`config.mk`:
```
export PLATFORM = sky130hd
export DESIGN_NAME = current_adc_frontend_config
export DESIGN_NICKNAME = d
export VERILOG_FILES = /design/src/hdl/adc_cfg_pkg.sv /design/src/hdl/current_adc_frontend_config.sv
export SDC_FILE = /design/constraint.sdc
export NUM_CORES = 2
export LEC_CHECK = 0
export ABC_AREA = 1
export ABC_CLOCK_PERIOD_IN_PS = 13450
export BUFFER_PORTS_ARGS = -buffer_cell sky130_fd_sc_hd__buf_2
export CAP_MARGIN = 20
export CORE_UTILIZATION = 60
export CTS_BUF_LIST = sky130_fd_sc_hd__clkbuf_16
export CTS_CLUSTER_DIAMETER = 30
export DETAILED_ROUTE_END_ITERATION = 10
export HOLD_SLACK_MARGIN = 0.15
export MAX_ROUTING_LAYER = met4
export PLACE_DENSITY = 0.85
export SLEW_MARGIN = 20
export SYNTH_ARGS = -nofsm -noshare
export SYNTH_HDL_FRONTEND = slang
export SYNTH_SLANG_ARGS = --single-unit
```
`constraint.sdc`:
```
create_clock -name CORE_CLK -period 13.45 [get_ports CORE_CLK]
set_input_delay 1.345 -clock CORE_CLK [delete_from_list [all_inputs] [get_ports CORE_CLK]]
set_output_delay 1.345 -clock CORE_CLK [all_outputs]
set_load 0.02 [all_outputs]
```
`src/hdl/adc_cfg_pkg.sv`:
```
// Register map, field layout and reset values for the current ADC front
// end configuration block.
// Assumes a single 20 MHz system clock and a byte-wide register index.
package adc_cfg_pkg;

  // ----------------------------------------------------------------------
  // Clock
  // ----------------------------------------------------------------------
  localparam int CORE_CLK_HZ = 20_000_000;

  // ----------------------------------------------------------------------
  // Register indices
  // ----------------------------------------------------------------------
  localparam int         ADDR_W     = 8;
  localparam logic [7:0] OFF_MCLK_A = 8'h05;
  localparam logic [7:0] OFF_MCLK_B = 8'h06;
  localparam logic [7:0] OFF_DECIM  = 8'h07;
  localparam logic [7:0] OFF_CAL1   = 8'h08;
  localparam logic [7:0] OFF_CAL0   = 8'h09;
  localparam logic [7:0] OFF_SELECT = 8'h0a;
  localparam logic [7:0] OFF_EXT    = 8'h0b;

  // ----------------------------------------------------------------------
  // Field positions
  // ----------------------------------------------------------------------
  localparam int LO16_LSB = 0;
  localparam int HI16_LSB = 16;
  localparam int RAW0_LSB = 0;
  localparam int RAW1_LSB = 8;
  localparam int UX_LSB   = 24;
  localparam int V_LSB    = 26;
  localparam int WY_LSB   = 28;
  // Output follows accumulator bit 30 so that f = inc * f_clk / 2^31
  localparam int ACC_TOP  = 30;

  // ----------------------------------------------------------------------
  // Reset values
  // ----------------------------------------------------------------------
  localparam logic [31:0] MCLK_RST   = 32'h0000_0000;
  localparam logic [31:0] DECIM_RST  = 32'h0000_0000;
  // Unity gain with the default shift
  localparam logic [31:0] CAL_RST    = 32'h0100_0000;
  // UX=I0, V=I1, WY=I2, raw1 from modulator 1, raw0 from modulator 0
  localparam logic [31:0] SELECT_RST = 32'h2400_0100;
  localparam logic [31:0] EXT_RST    = 32'h0000_0000;

  // ----------------------------------------------------------------------
  // Codes
  // ----------------------------------------------------------------------
  localparam logic [7:0] SRC_MOD0 = 8'h00;
  localparam logic [7:0] SRC_MOD1 = 8'h01;
  localparam logic [7:0] SRC_EXT0 = 8'h02;
  localparam logic [7:0] SRC_EXT1 = 8'h03;
  localparam logic [1:0] PICK_I0  = 2'h0;
  localparam logic [1:0] PICK_I1  = 2'h1;
  localparam logic [1:0] PICK_I2  = 2'h2;

  localparam int GAIN_SHIFT_DFLT = 8;

endpackage : adc_cfg_pkg

```
`src/hdl/current_adc_frontend_config.sv`:
```
// Current measurement front end configuration: modulator clocks, decimation
// settings, calibration, raw source selection and phase current routing.
// Assumes modulator samples come from logic on CORE_CLK; register port is
// driven synchronously by the serial interface logic.
`timescale 1ns/100ps
`default_nettype none

// Functional notes
// - Modulator clocks A, B from 32-bit increments
// - Decimation A bits 15:0, B 31:16
// - Channel 1 offset and signed gain correction
// - Channel 0 offset and signed gain correction
// - Raw source selectors, codes 0 to 3
// - I2 computed from measured currents, selectable
// - UX pick bits 25:24, reset I0
// - V pick bits 27:26, reset I1
// - WY pick bits 29:28, reset I2
// - Host current values, ch0 low, ch1 high
module current_adc_frontend_config #(
  parameter int GAIN_SHIFT = adc_cfg_pkg::GAIN_SHIFT_DFLT
) (
  input  wire logic        CORE_CLK,
  input  wire logic        RESET,
  input  wire logic [7:0]  REG_ADDR,
  input  wire logic [31:0] REG_WDATA,
  input  wire logic        REG_WR,
  input  wire logic        REG_RD,
  input  wire logic [15:0] MOD0_SAMPLE,
  input  wire logic [15:0] MOD1_SAMPLE,
  output logic [31:0]      REG_RDATA,
  output logic             MCLK_A,
  output logic             MCLK_B,
  output logic [15:0]      DECIM_RATE_A,
  output logic [15:0]      DECIM_RATE_B,
  output logic             PWM_SYNC_A,
  output logic             PWM_SYNC_B,
  output logic [15:0]      PHASE_UX_CURRENT,
  output logic [15:0]      PHASE_V_CURRENT,
  output logic [15:0]      PHASE_WY_CURRENT
);

  if (GAIN_SHIFT < 0 || GAIN_SHIFT > 15) begin : g_chk
    $error("GAIN_SHIFT must lie in 0..15");
  end

  // ----------------------------------------------------------------------
  // Functions
  // ----------------------------------------------------------------------
  function automatic logic [15:0] sat16(input logic signed [33:0] v);
    if (v > 34'sd32767) return 16'h7fff;
    if (v < -34'sd32768) return 16'h8000;
    return v[15:0];
  endfunction : sat16

  function automatic logic [15:0] calibrate(input logic [15:0] raw,
                                             input logic [31:0] cal);
    logic signed [16:0] diff;
    logic signed [33:0] prod;
    diff = $signed({1'b0, raw}) - $signed({1'b0, cal[15:0]});
    prod = 34'(diff * $signed(cal[31:16]));
    return sat16(prod >>> GAIN_SHIFT);
  endfunction : calibrate

  function automatic logic [15:0] source(input logic [7:0] code,
                                          input logic [31:0] ext);
    case (code)
      adc_cfg_pkg::SRC_MOD0: return MOD0_SAMPLE;
      adc_cfg_pkg::SRC_MOD1: return MOD1_SAMPLE;
      adc_cfg_pkg::SRC_EXT0: return ext[15:0];
      adc_cfg_pkg::SRC_EXT1: return ext[31:16];
      default:               return 16'h0000;
    endcase
  endfunction : source

  function automatic logic [15:0] pick(input logic [1:0] code,
                                        input logic [15:0] i0,
                                        input logic [15:0] i1,
                                        input logic [15:0] i2);
    case (code)
      adc_cfg_pkg::PICK_I0: return i0;
      adc_cfg_pkg::PICK_I1: return i1;
      adc_cfg_pkg::PICK_I2: return i2;
      default:              return 16'h0000;
    endcase
  endfunction : pick

  function automatic logic [15:0] neg_sum(input logic [15:0] a,
                                           input logic [15:0] b);
    return sat16(-(34'($signed(a)) + 34'($signed(b))));
  endfunction : neg_sum

  // ----------------------------------------------------------------------
  // Registers
  // ----------------------------------------------------------------------
  logic [31:0] mclk_a_ff, mclk_b_ff, decim_ff, cal1_ff, cal0_ff;
  logic [31:0] select_ff, ext_ff, rdata_ff;
  logic [31:0] nxt_mclk_a, nxt_mclk_b, nxt_decim, nxt_cal1, nxt_cal0;
  logic [31:0] nxt_select, nxt_ext, nxt_rdata;
  logic        sync_a_ff, sync_b_ff;

  always_comb begin
    nxt_mclk_a = mclk_a_ff;
    nxt_mclk_b = mclk_b_ff;
    nxt_decim  = decim_ff;
    nxt_cal1   = cal1_ff;
    nxt_cal0   = cal0_ff;
    nxt_select = select_ff;
    nxt_ext    = ext_ff;
    if (REG_WR) begin
      case (REG_ADDR)
        adc_cfg_pkg::OFF_MCLK_A: nxt_mclk_a = REG_WDATA;
        adc_cfg_pkg::OFF_MCLK_B: nxt_mclk_b = REG_WDATA;
        adc_cfg_pkg::OFF_DECIM:  nxt_decim  = REG_WDATA;
        adc_cfg_pkg::OFF_CAL1:   nxt_cal1   = REG_WDATA;
        adc_cfg_pkg::OFF_CAL0:   nxt_cal0   = REG_WDATA;
        adc_cfg_pkg::OFF_SELECT: nxt_select = REG_WDATA;
        adc_cfg_pkg::OFF_EXT:    nxt_ext    = REG_WDATA;
        default: ;
      endcase
    end
    // Unmapped indices read as zero
    nxt_rdata = rdata_ff;
    if (REG_RD) begin
      case (REG_ADDR)
        adc_cfg_pkg::OFF_MCLK_A: nxt_rdata = mclk_a_ff;
        adc_cfg_pkg::OFF_MCLK_B: nxt_rdata = mclk_b_ff;
        adc_cfg_pkg::OFF_DECIM:  nxt_rdata = decim_ff;
        adc_cfg_pkg::OFF_CAL1:   nxt_rdata = cal1_ff;
        adc_cfg_pkg::OFF_CAL0:   nxt_rdata = cal0_ff;
        adc_cfg_pkg::OFF_SELECT: nxt_rdata = select_ff;
        adc_cfg_pkg::OFF_EXT:    nxt_rdata = ext_ff;
        default:                 nxt_rdata = 32'h0000_0000;
      endcase
    end
  end

  always_ff @(posedge CORE_CLK) begin
    if (RESET) begin
      mclk_a_ff <= adc_cfg_pkg::MCLK_RST;
      mclk_b_ff <= adc_cfg_pkg::MCLK_RST;
      decim_ff  <= adc_cfg_pkg::DECIM_RST;
      cal1_ff   <= adc_cfg_pkg::CAL_RST;
      cal0_ff   <= adc_cfg_pkg::CAL_RST;
      select_ff <= adc_cfg_pkg::SELECT_RST;
      ext_ff    <= adc_cfg_pkg::EXT_RST;
      rdata_ff  <= 32'h0000_0000;
      sync_a_ff <= 1'b1;
      sync_b_ff <= 1'b1;
    end else begin
      mclk_a_ff <= nxt_mclk_a;
      mclk_b_ff <= nxt_mclk_b;
      decim_ff  <= nxt_decim;
      cal1_ff   <= nxt_cal1;
      cal0_ff   <= nxt_cal0;
      select_ff <= nxt_select;
      ext_ff    <= nxt_ext;
      rdata_ff  <= nxt_rdata;
      // Zero rate means decimate in step with the PWM period
      sync_a_ff <= (nxt_decim[15:0] == 16'h0000);
      sync_b_ff <= (nxt_decim[31:16] == 16'h0000);
    end
  end

  // ----------------------------------------------------------------------
  // Modulator clock generators
  // ----------------------------------------------------------------------
  logic [31:0] acc_a_ff, acc_b_ff, nxt_acc_a, nxt_acc_b;
  logic [31:0] low_a, low_b;
  logic        carry_a, carry_b, mclk_a_q_ff, mclk_b_q_ff;

  always_comb begin
    // Bit 30 flips on a carry into it or an increment bit 30, not both; toggling
    // there gives four times the rate of a toggle on the bit 31 carry
    low_a     = {2'b00, acc_a_ff[29:0]} + {2'b00, mclk_a_ff[29:0]};
    low_b     = {2'b00, acc_b_ff[29:0]} + {2'b00, mclk_b_ff[29:0]};
    carry_a   = low_a[adc_cfg_pkg::ACC_TOP]
                ^ mclk_a_ff[adc_cfg_pkg::ACC_TOP];
    carry_b   = low_b[adc_cfg_pkg::ACC_TOP]
                ^ mclk_b_ff[adc_cfg_pkg::ACC_TOP];
    nxt_acc_a = acc_a_ff + mclk_a_ff;
    nxt_acc_b = acc_b_ff + mclk_b_ff;
  end

  always_ff @(posedge CORE_CLK) begin
    if (RESET) begin
      acc_a_ff    <= 32'h0000_0000;
      acc_b_ff    <= 32'h0000_0000;
      mclk_a_q_ff <= 1'b0;
      mclk_b_q_ff <= 1'b0;
    end else begin
      acc_a_ff    <= nxt_acc_a;
      acc_b_ff    <= nxt_acc_b;
      mclk_a_q_ff <= mclk_a_q_ff ^ carry_a;
      mclk_b_q_ff <= mclk_b_q_ff ^ carry_b;
    end
  end

  // ----------------------------------------------------------------------
  // Current datapath: raw select, calibrate, route to phases
  // ----------------------------------------------------------------------
  logic [15:0] raw0_ff, raw1_ff, cur0_ff, cur1_ff, cur2_ff;
  logic [15:0] ux_ff, v_ff, wy_ff;
  logic [15:0] nxt_raw0, nxt_raw1, nxt_cur0, nxt_cur1, nxt_cur2;
  logic [15:0] nxt_ux, nxt_v, nxt_wy;

  always_comb begin
    nxt_raw0 = source(select_ff[adc_cfg_pkg::RAW0_LSB +: 8], ext_ff);
    nxt_raw1 = source(select_ff[adc_cfg_pkg::RAW1_LSB +: 8], ext_ff);
    nxt_cur0 = calibrate(raw0_ff, cal0_ff);
    nxt_cur1 = calibrate(raw1_ff, cal1_ff);
    // Balanced phases: third current is minus the sum of the other two
    nxt_cur2 = neg_sum(nxt_cur0, nxt_cur1);
    nxt_ux = pick(select_ff[adc_cfg_pkg::UX_LSB +: 2],
                  cur0_ff, cur1_ff, cur2_ff);
    nxt_v  = pick(select_ff[adc_cfg_pkg::V_LSB +: 2],
                  cur0_ff, cur1_ff, cur2_ff);
    nxt_wy = pick(select_ff[adc_cfg_pkg::WY_LSB +: 2],
                  cur0_ff, cur1_ff, cur2_ff);
  end

  always_ff @(posedge CORE_CLK) begin
    if (RESET) begin
      raw0_ff <= 16'h0000;
      raw1_ff <= 16'h0000;
      cur0_ff <= 16'h0000;
      cur1_ff <= 16'h0000;
      cur2_ff <= 16'h0000;
      ux_ff   <= 16'h0000;
      v_ff    <= 16'h0000;
      wy_ff   <= 16'h0000;
    end else begin
      raw0_ff <= nxt_raw0;
      raw1_ff <= nxt_raw1;
      cur0_ff <= nxt_cur0;
      cur1_ff <= nxt_cur1;
      cur2_ff <= nxt_cur2;
      ux_ff   <= nxt_ux;
      v_ff    <= nxt_v;
      wy_ff   <= nxt_wy;
    end
  end

  assign REG_RDATA        = rdata_ff;
  assign MCLK_A           = mclk_a_q_ff;
  assign MCLK_B           = mclk_b_q_ff;
  assign DECIM_RATE_A     = decim_ff[adc_cfg_pkg::LO16_LSB +: 16];
  assign DECIM_RATE_B     = decim_ff[adc_cfg_pkg::HI16_LSB +: 16];
  assign PWM_SYNC_A       = sync_a_ff;
  assign PWM_SYNC_B       = sync_b_ff;
  assign PHASE_UX_CURRENT = ux_ff;
  assign PHASE_V_CURRENT  = v_ff;
  assign PHASE_WY_CURRENT = wy_ff;
endmodule : current_adc_frontend_config

`default_nettype wire

```
==> metrics.txt <==
Avg WL per Cell=approximately 22 microns; Worst-Skew Late Latency=~0.67 ns; R2R Setup Slk=0.99 ns; simple logic cell fraction of the synthesized area=~18%; largest net degree at the start of global routing=156; via density per instance=between 5 and 6; Tot Pwr=a little under 5 mW; share of the synthesized area in the top cell type=between 20% and 30%; H-tree depth=3; CP Depth=53; DRC Markers=0; Clock Tree Buf Depth=3; status=completed; Inserted Clock Buffers=92; cell with the most instances after synthesis=inv_1; die width=273 microns; Post-synth EDFFs=0; CTS tree=built; Layout Nets=between 6000 and 7000; final period utilization=about 93%; reg2reg start=cal0_ff[3]; Synth Area in Compound Gates=between 10% and 20%; Avg Cell Area, Syn=between 7 and 8 sq um; Req. time, crit path=between 10 and 15 ns; Slowest-stage cell, CP=fa_1; chip height=about 270 microns; Leak Pwr=approximately 25 nW; via count=~42000; core area=72800 sq um; clock sinks=around 450; overall routing resource usage=a little over two fifths; syn_nets=6818; worst rel slew slack=between 20% and 30%; clk slew on worst S/H paths=~0.06 ns; Post-Synth Adder-Cell Area=approximately a third; clock root buffer=clkbuf_16; clock skew=approximately 0.079 ns; Max Cap Viol=0; fin. max-slew vios=0; Sum Neg Setup Slack=0 ns; final HPWL from detailed placement=120000 microns; non-filler cells in the finished layout=roughly 7000; vias in the first global route=~42000; final-layout fill cell count=about 6100; RSZ-0062 raised after global routing=no; first-pass GRT wire length=237000 microns; cell row count=between 90 and 100; CP arrival=between 10 and 15 ns; area grow syn2layout=11.0%; DRT Wirelength=around 150000 microns; multiplexer area fraction after synthesis=0.544%; Reg2Reg Depth=53; post-synth cell types=53; kind of cell adding the most delay to the critical path=adder cells; IO Port Bufs=around 190; asr flop ratio synth=0%; Post-Syn Area=between 40000 and 50000 sq um; FF+latch count, synth=between 400 and 500; start point of the critical path=cal0_ff[3]; Initial DRC Count=between 5000 and 6000; post-place setup slack=~1 ns; top cells by count, synth=1251 x inv_1, 1138 x nand2_1, 567 x nor2_1; main combinational cell family by area after synthesis=adder cells; Initial Util=60.6%; Pwr per Cell Area=98.4 nW/um^2; r2r endpoint=cur2_ff[4]; worst path buffer plus inverter count=6; path type of the worst min-delay path=flop to flop; Max VDD drop=around 0.12 mV; min Tclk post-route=around 12 ns; largest cells by area after synthesis=fa_1 25%, dfxtp_1 20%, inv_1 11%, nand2_1 9.7%, ha_1 8.2%; Synth Warn #=0; Syn Inst Count=just under 6000; postcts setup bufs=0; cts hold-fix bufs=0; grt total ovfl=0; remaining antenna violation count after routing=0; crit path to=cur2_ff[4]; Fin. Hold Viols=0; DR pass1 iterations=10; post-synthesis xor/xnor area fraction=under 10%; CP endpoint kind=flop; Setup WS post-layout=0.988 ns; Peak Freq=0.0802 GHz; most used cell, CP=nand2_1; Die ar.=74700 sq um; layout cells sized above 1=around 7.4%; critical path peak fanout=30; GP Congestion=1.12; Main synth FF type=dfxtp_1; Worst-Margin Slew=around 1.2 ns; initial antenna violation count=10; boundary pin count=approximately 190; critical path launch point type=flop; register area share after synthesis=20.3%; Util after Layout=between 60 and 70%; post-synth top area cell=fa_1; Worst path max stage delay=approximately 0.90 ns; WS Path Type=flop to flop; PostCTS Resize Cnt=0; Placed Cells incl. Taps=a little under 7000; endpoints failing setup=0
-- worst register-to-register path: cells and delay by family (launching register included) --
| kind | cells | cell delay [ns] |
|---|---|---|
| xor+xnor | 2 | 0.67 |
| compound gates | 10 | 2.30 |
| flops | 1 | 0.31 |
| buf+inv | 6 | 0.75 |
| fa+ha+maj | 11 | 5.07 |
| simple gates | 24 | 3.21 |
-- layout make-up --
cell class                 instances  area (sq um)  share of cell area, %
clock buffer                      93          2330                   4.75
tap                              959          1200                   2.45
clock inverter                    81           920                   1.88
timing repair buffer             212          1120                   2.28
sequential                       448          8970                   18.3
multi-input combinational       3983         29700                   60.5
inverter                        1282          4820                   9.83
antenna                            9          22.5                 0.0459
-- logic make-up after synthesis --
| kind of cell | after synthesis |
|---|---|
| AND/OR/NAND/NOR | 1982 |
| buffers and inverters | 1468 |
| AO/OA/AOI/OAI | 1055 |
| adder cells (fa/ha/maj) | 843 |
| flip-flops | 448 |
| XOR/XNOR | 79 |
| multiplexers | 24 |
-- power breakdown --
part | internal, mW | leakage, nW | switching [mW] | total (mW)
clock | 1.46 | 1.58 | 0.888 | 2.35
sequential | 1.39 | 3.64 | 0.0406 | 1.43
combinational | 0.316 | 19.4 | 0.725 | 1.04
-- routing by layer --
metal | track usage (%) | up-vias | wire length, microns
met2 | 62.9 | 2696 | 66500
li1 | - | 18700 | -
met3 | 13.9 | 661 | 20900
met5 | - | - | 0
met4 | 23.8 | 0 | 9720
met1 | 51.7 | 19900 | 56900
-- sequential cells by signal, summed over array words and instances, names as in the netlist, 30 cells and up --
signal	count
mclk_a_ff	32
decim_ff	32
acc_a_ff	30
cal0_ff	32
acc_b_ff	30
cal1_ff	32
ext_ff	32
mclk_b_ff	32
select_ff	32
REG_RDATA	32
-- layout by cell type, fill, tap and decap left out, types with 10 or more instances in the layout --
cell type / instances
a21oi_2: 12
dfxtp_1: 448
nor3_1: 17
buf_4: 21
nand2_1: 1135
xnor2_1: 29
inv_6: 15
o22ai_1: 63
nand3_1: 170
a221oi_1: 55
o221ai_1: 52
o211ai_1: 20
fa_1: 555
clkbuf_16: 93
or2_2: 21
nor2_1: 563
ha_1: 288
inv_2: 10
clkinv_1: 22
xor2_1: 48
a21oi_1: 485
o21ai_0: 293
clkinvlp_4: 10
o21bai_1: 11
nand2_2: 11
clkinv_4: 15
clkinv_2: 10
o21a_1: 11
inv_1: 1256
a21o_1: 11
mux2i_1: 24
nand4_1: 30
buf_2: 190
-- worst min-delay path by stage --
stage,slack (ns),endpoint,cells past startpoint,startpoint
2_1_floorplan,0.42,select_ff[20],2,select_ff[20]
3_3_place_gp,0.43,select_ff[30],2,select_ff[30]
3_5_place_dp,0.44,select_ff[30],2,select_ff[30]
4_1_cts,0.45,select_ff[30],2,select_ff[30]
5_1_grt,0.47,select_ff[20],2,select_ff[20]
6_report,0.45,select_ff[30],2,select_ff[30]
-- stage by stage --
stage | hold WS, ns | instance area, sq um
2_1_floorplan | 0.424 | 44200
3_3_place_gp | 0.433 | 45700
3_5_place_dp | 0.440 | 45800
4_1_cts | 0.448 | 49000
5_1_grt | 0.466 | 49000
6_report | 0.449 | 49000
Power figures use the tool's default switching activity.
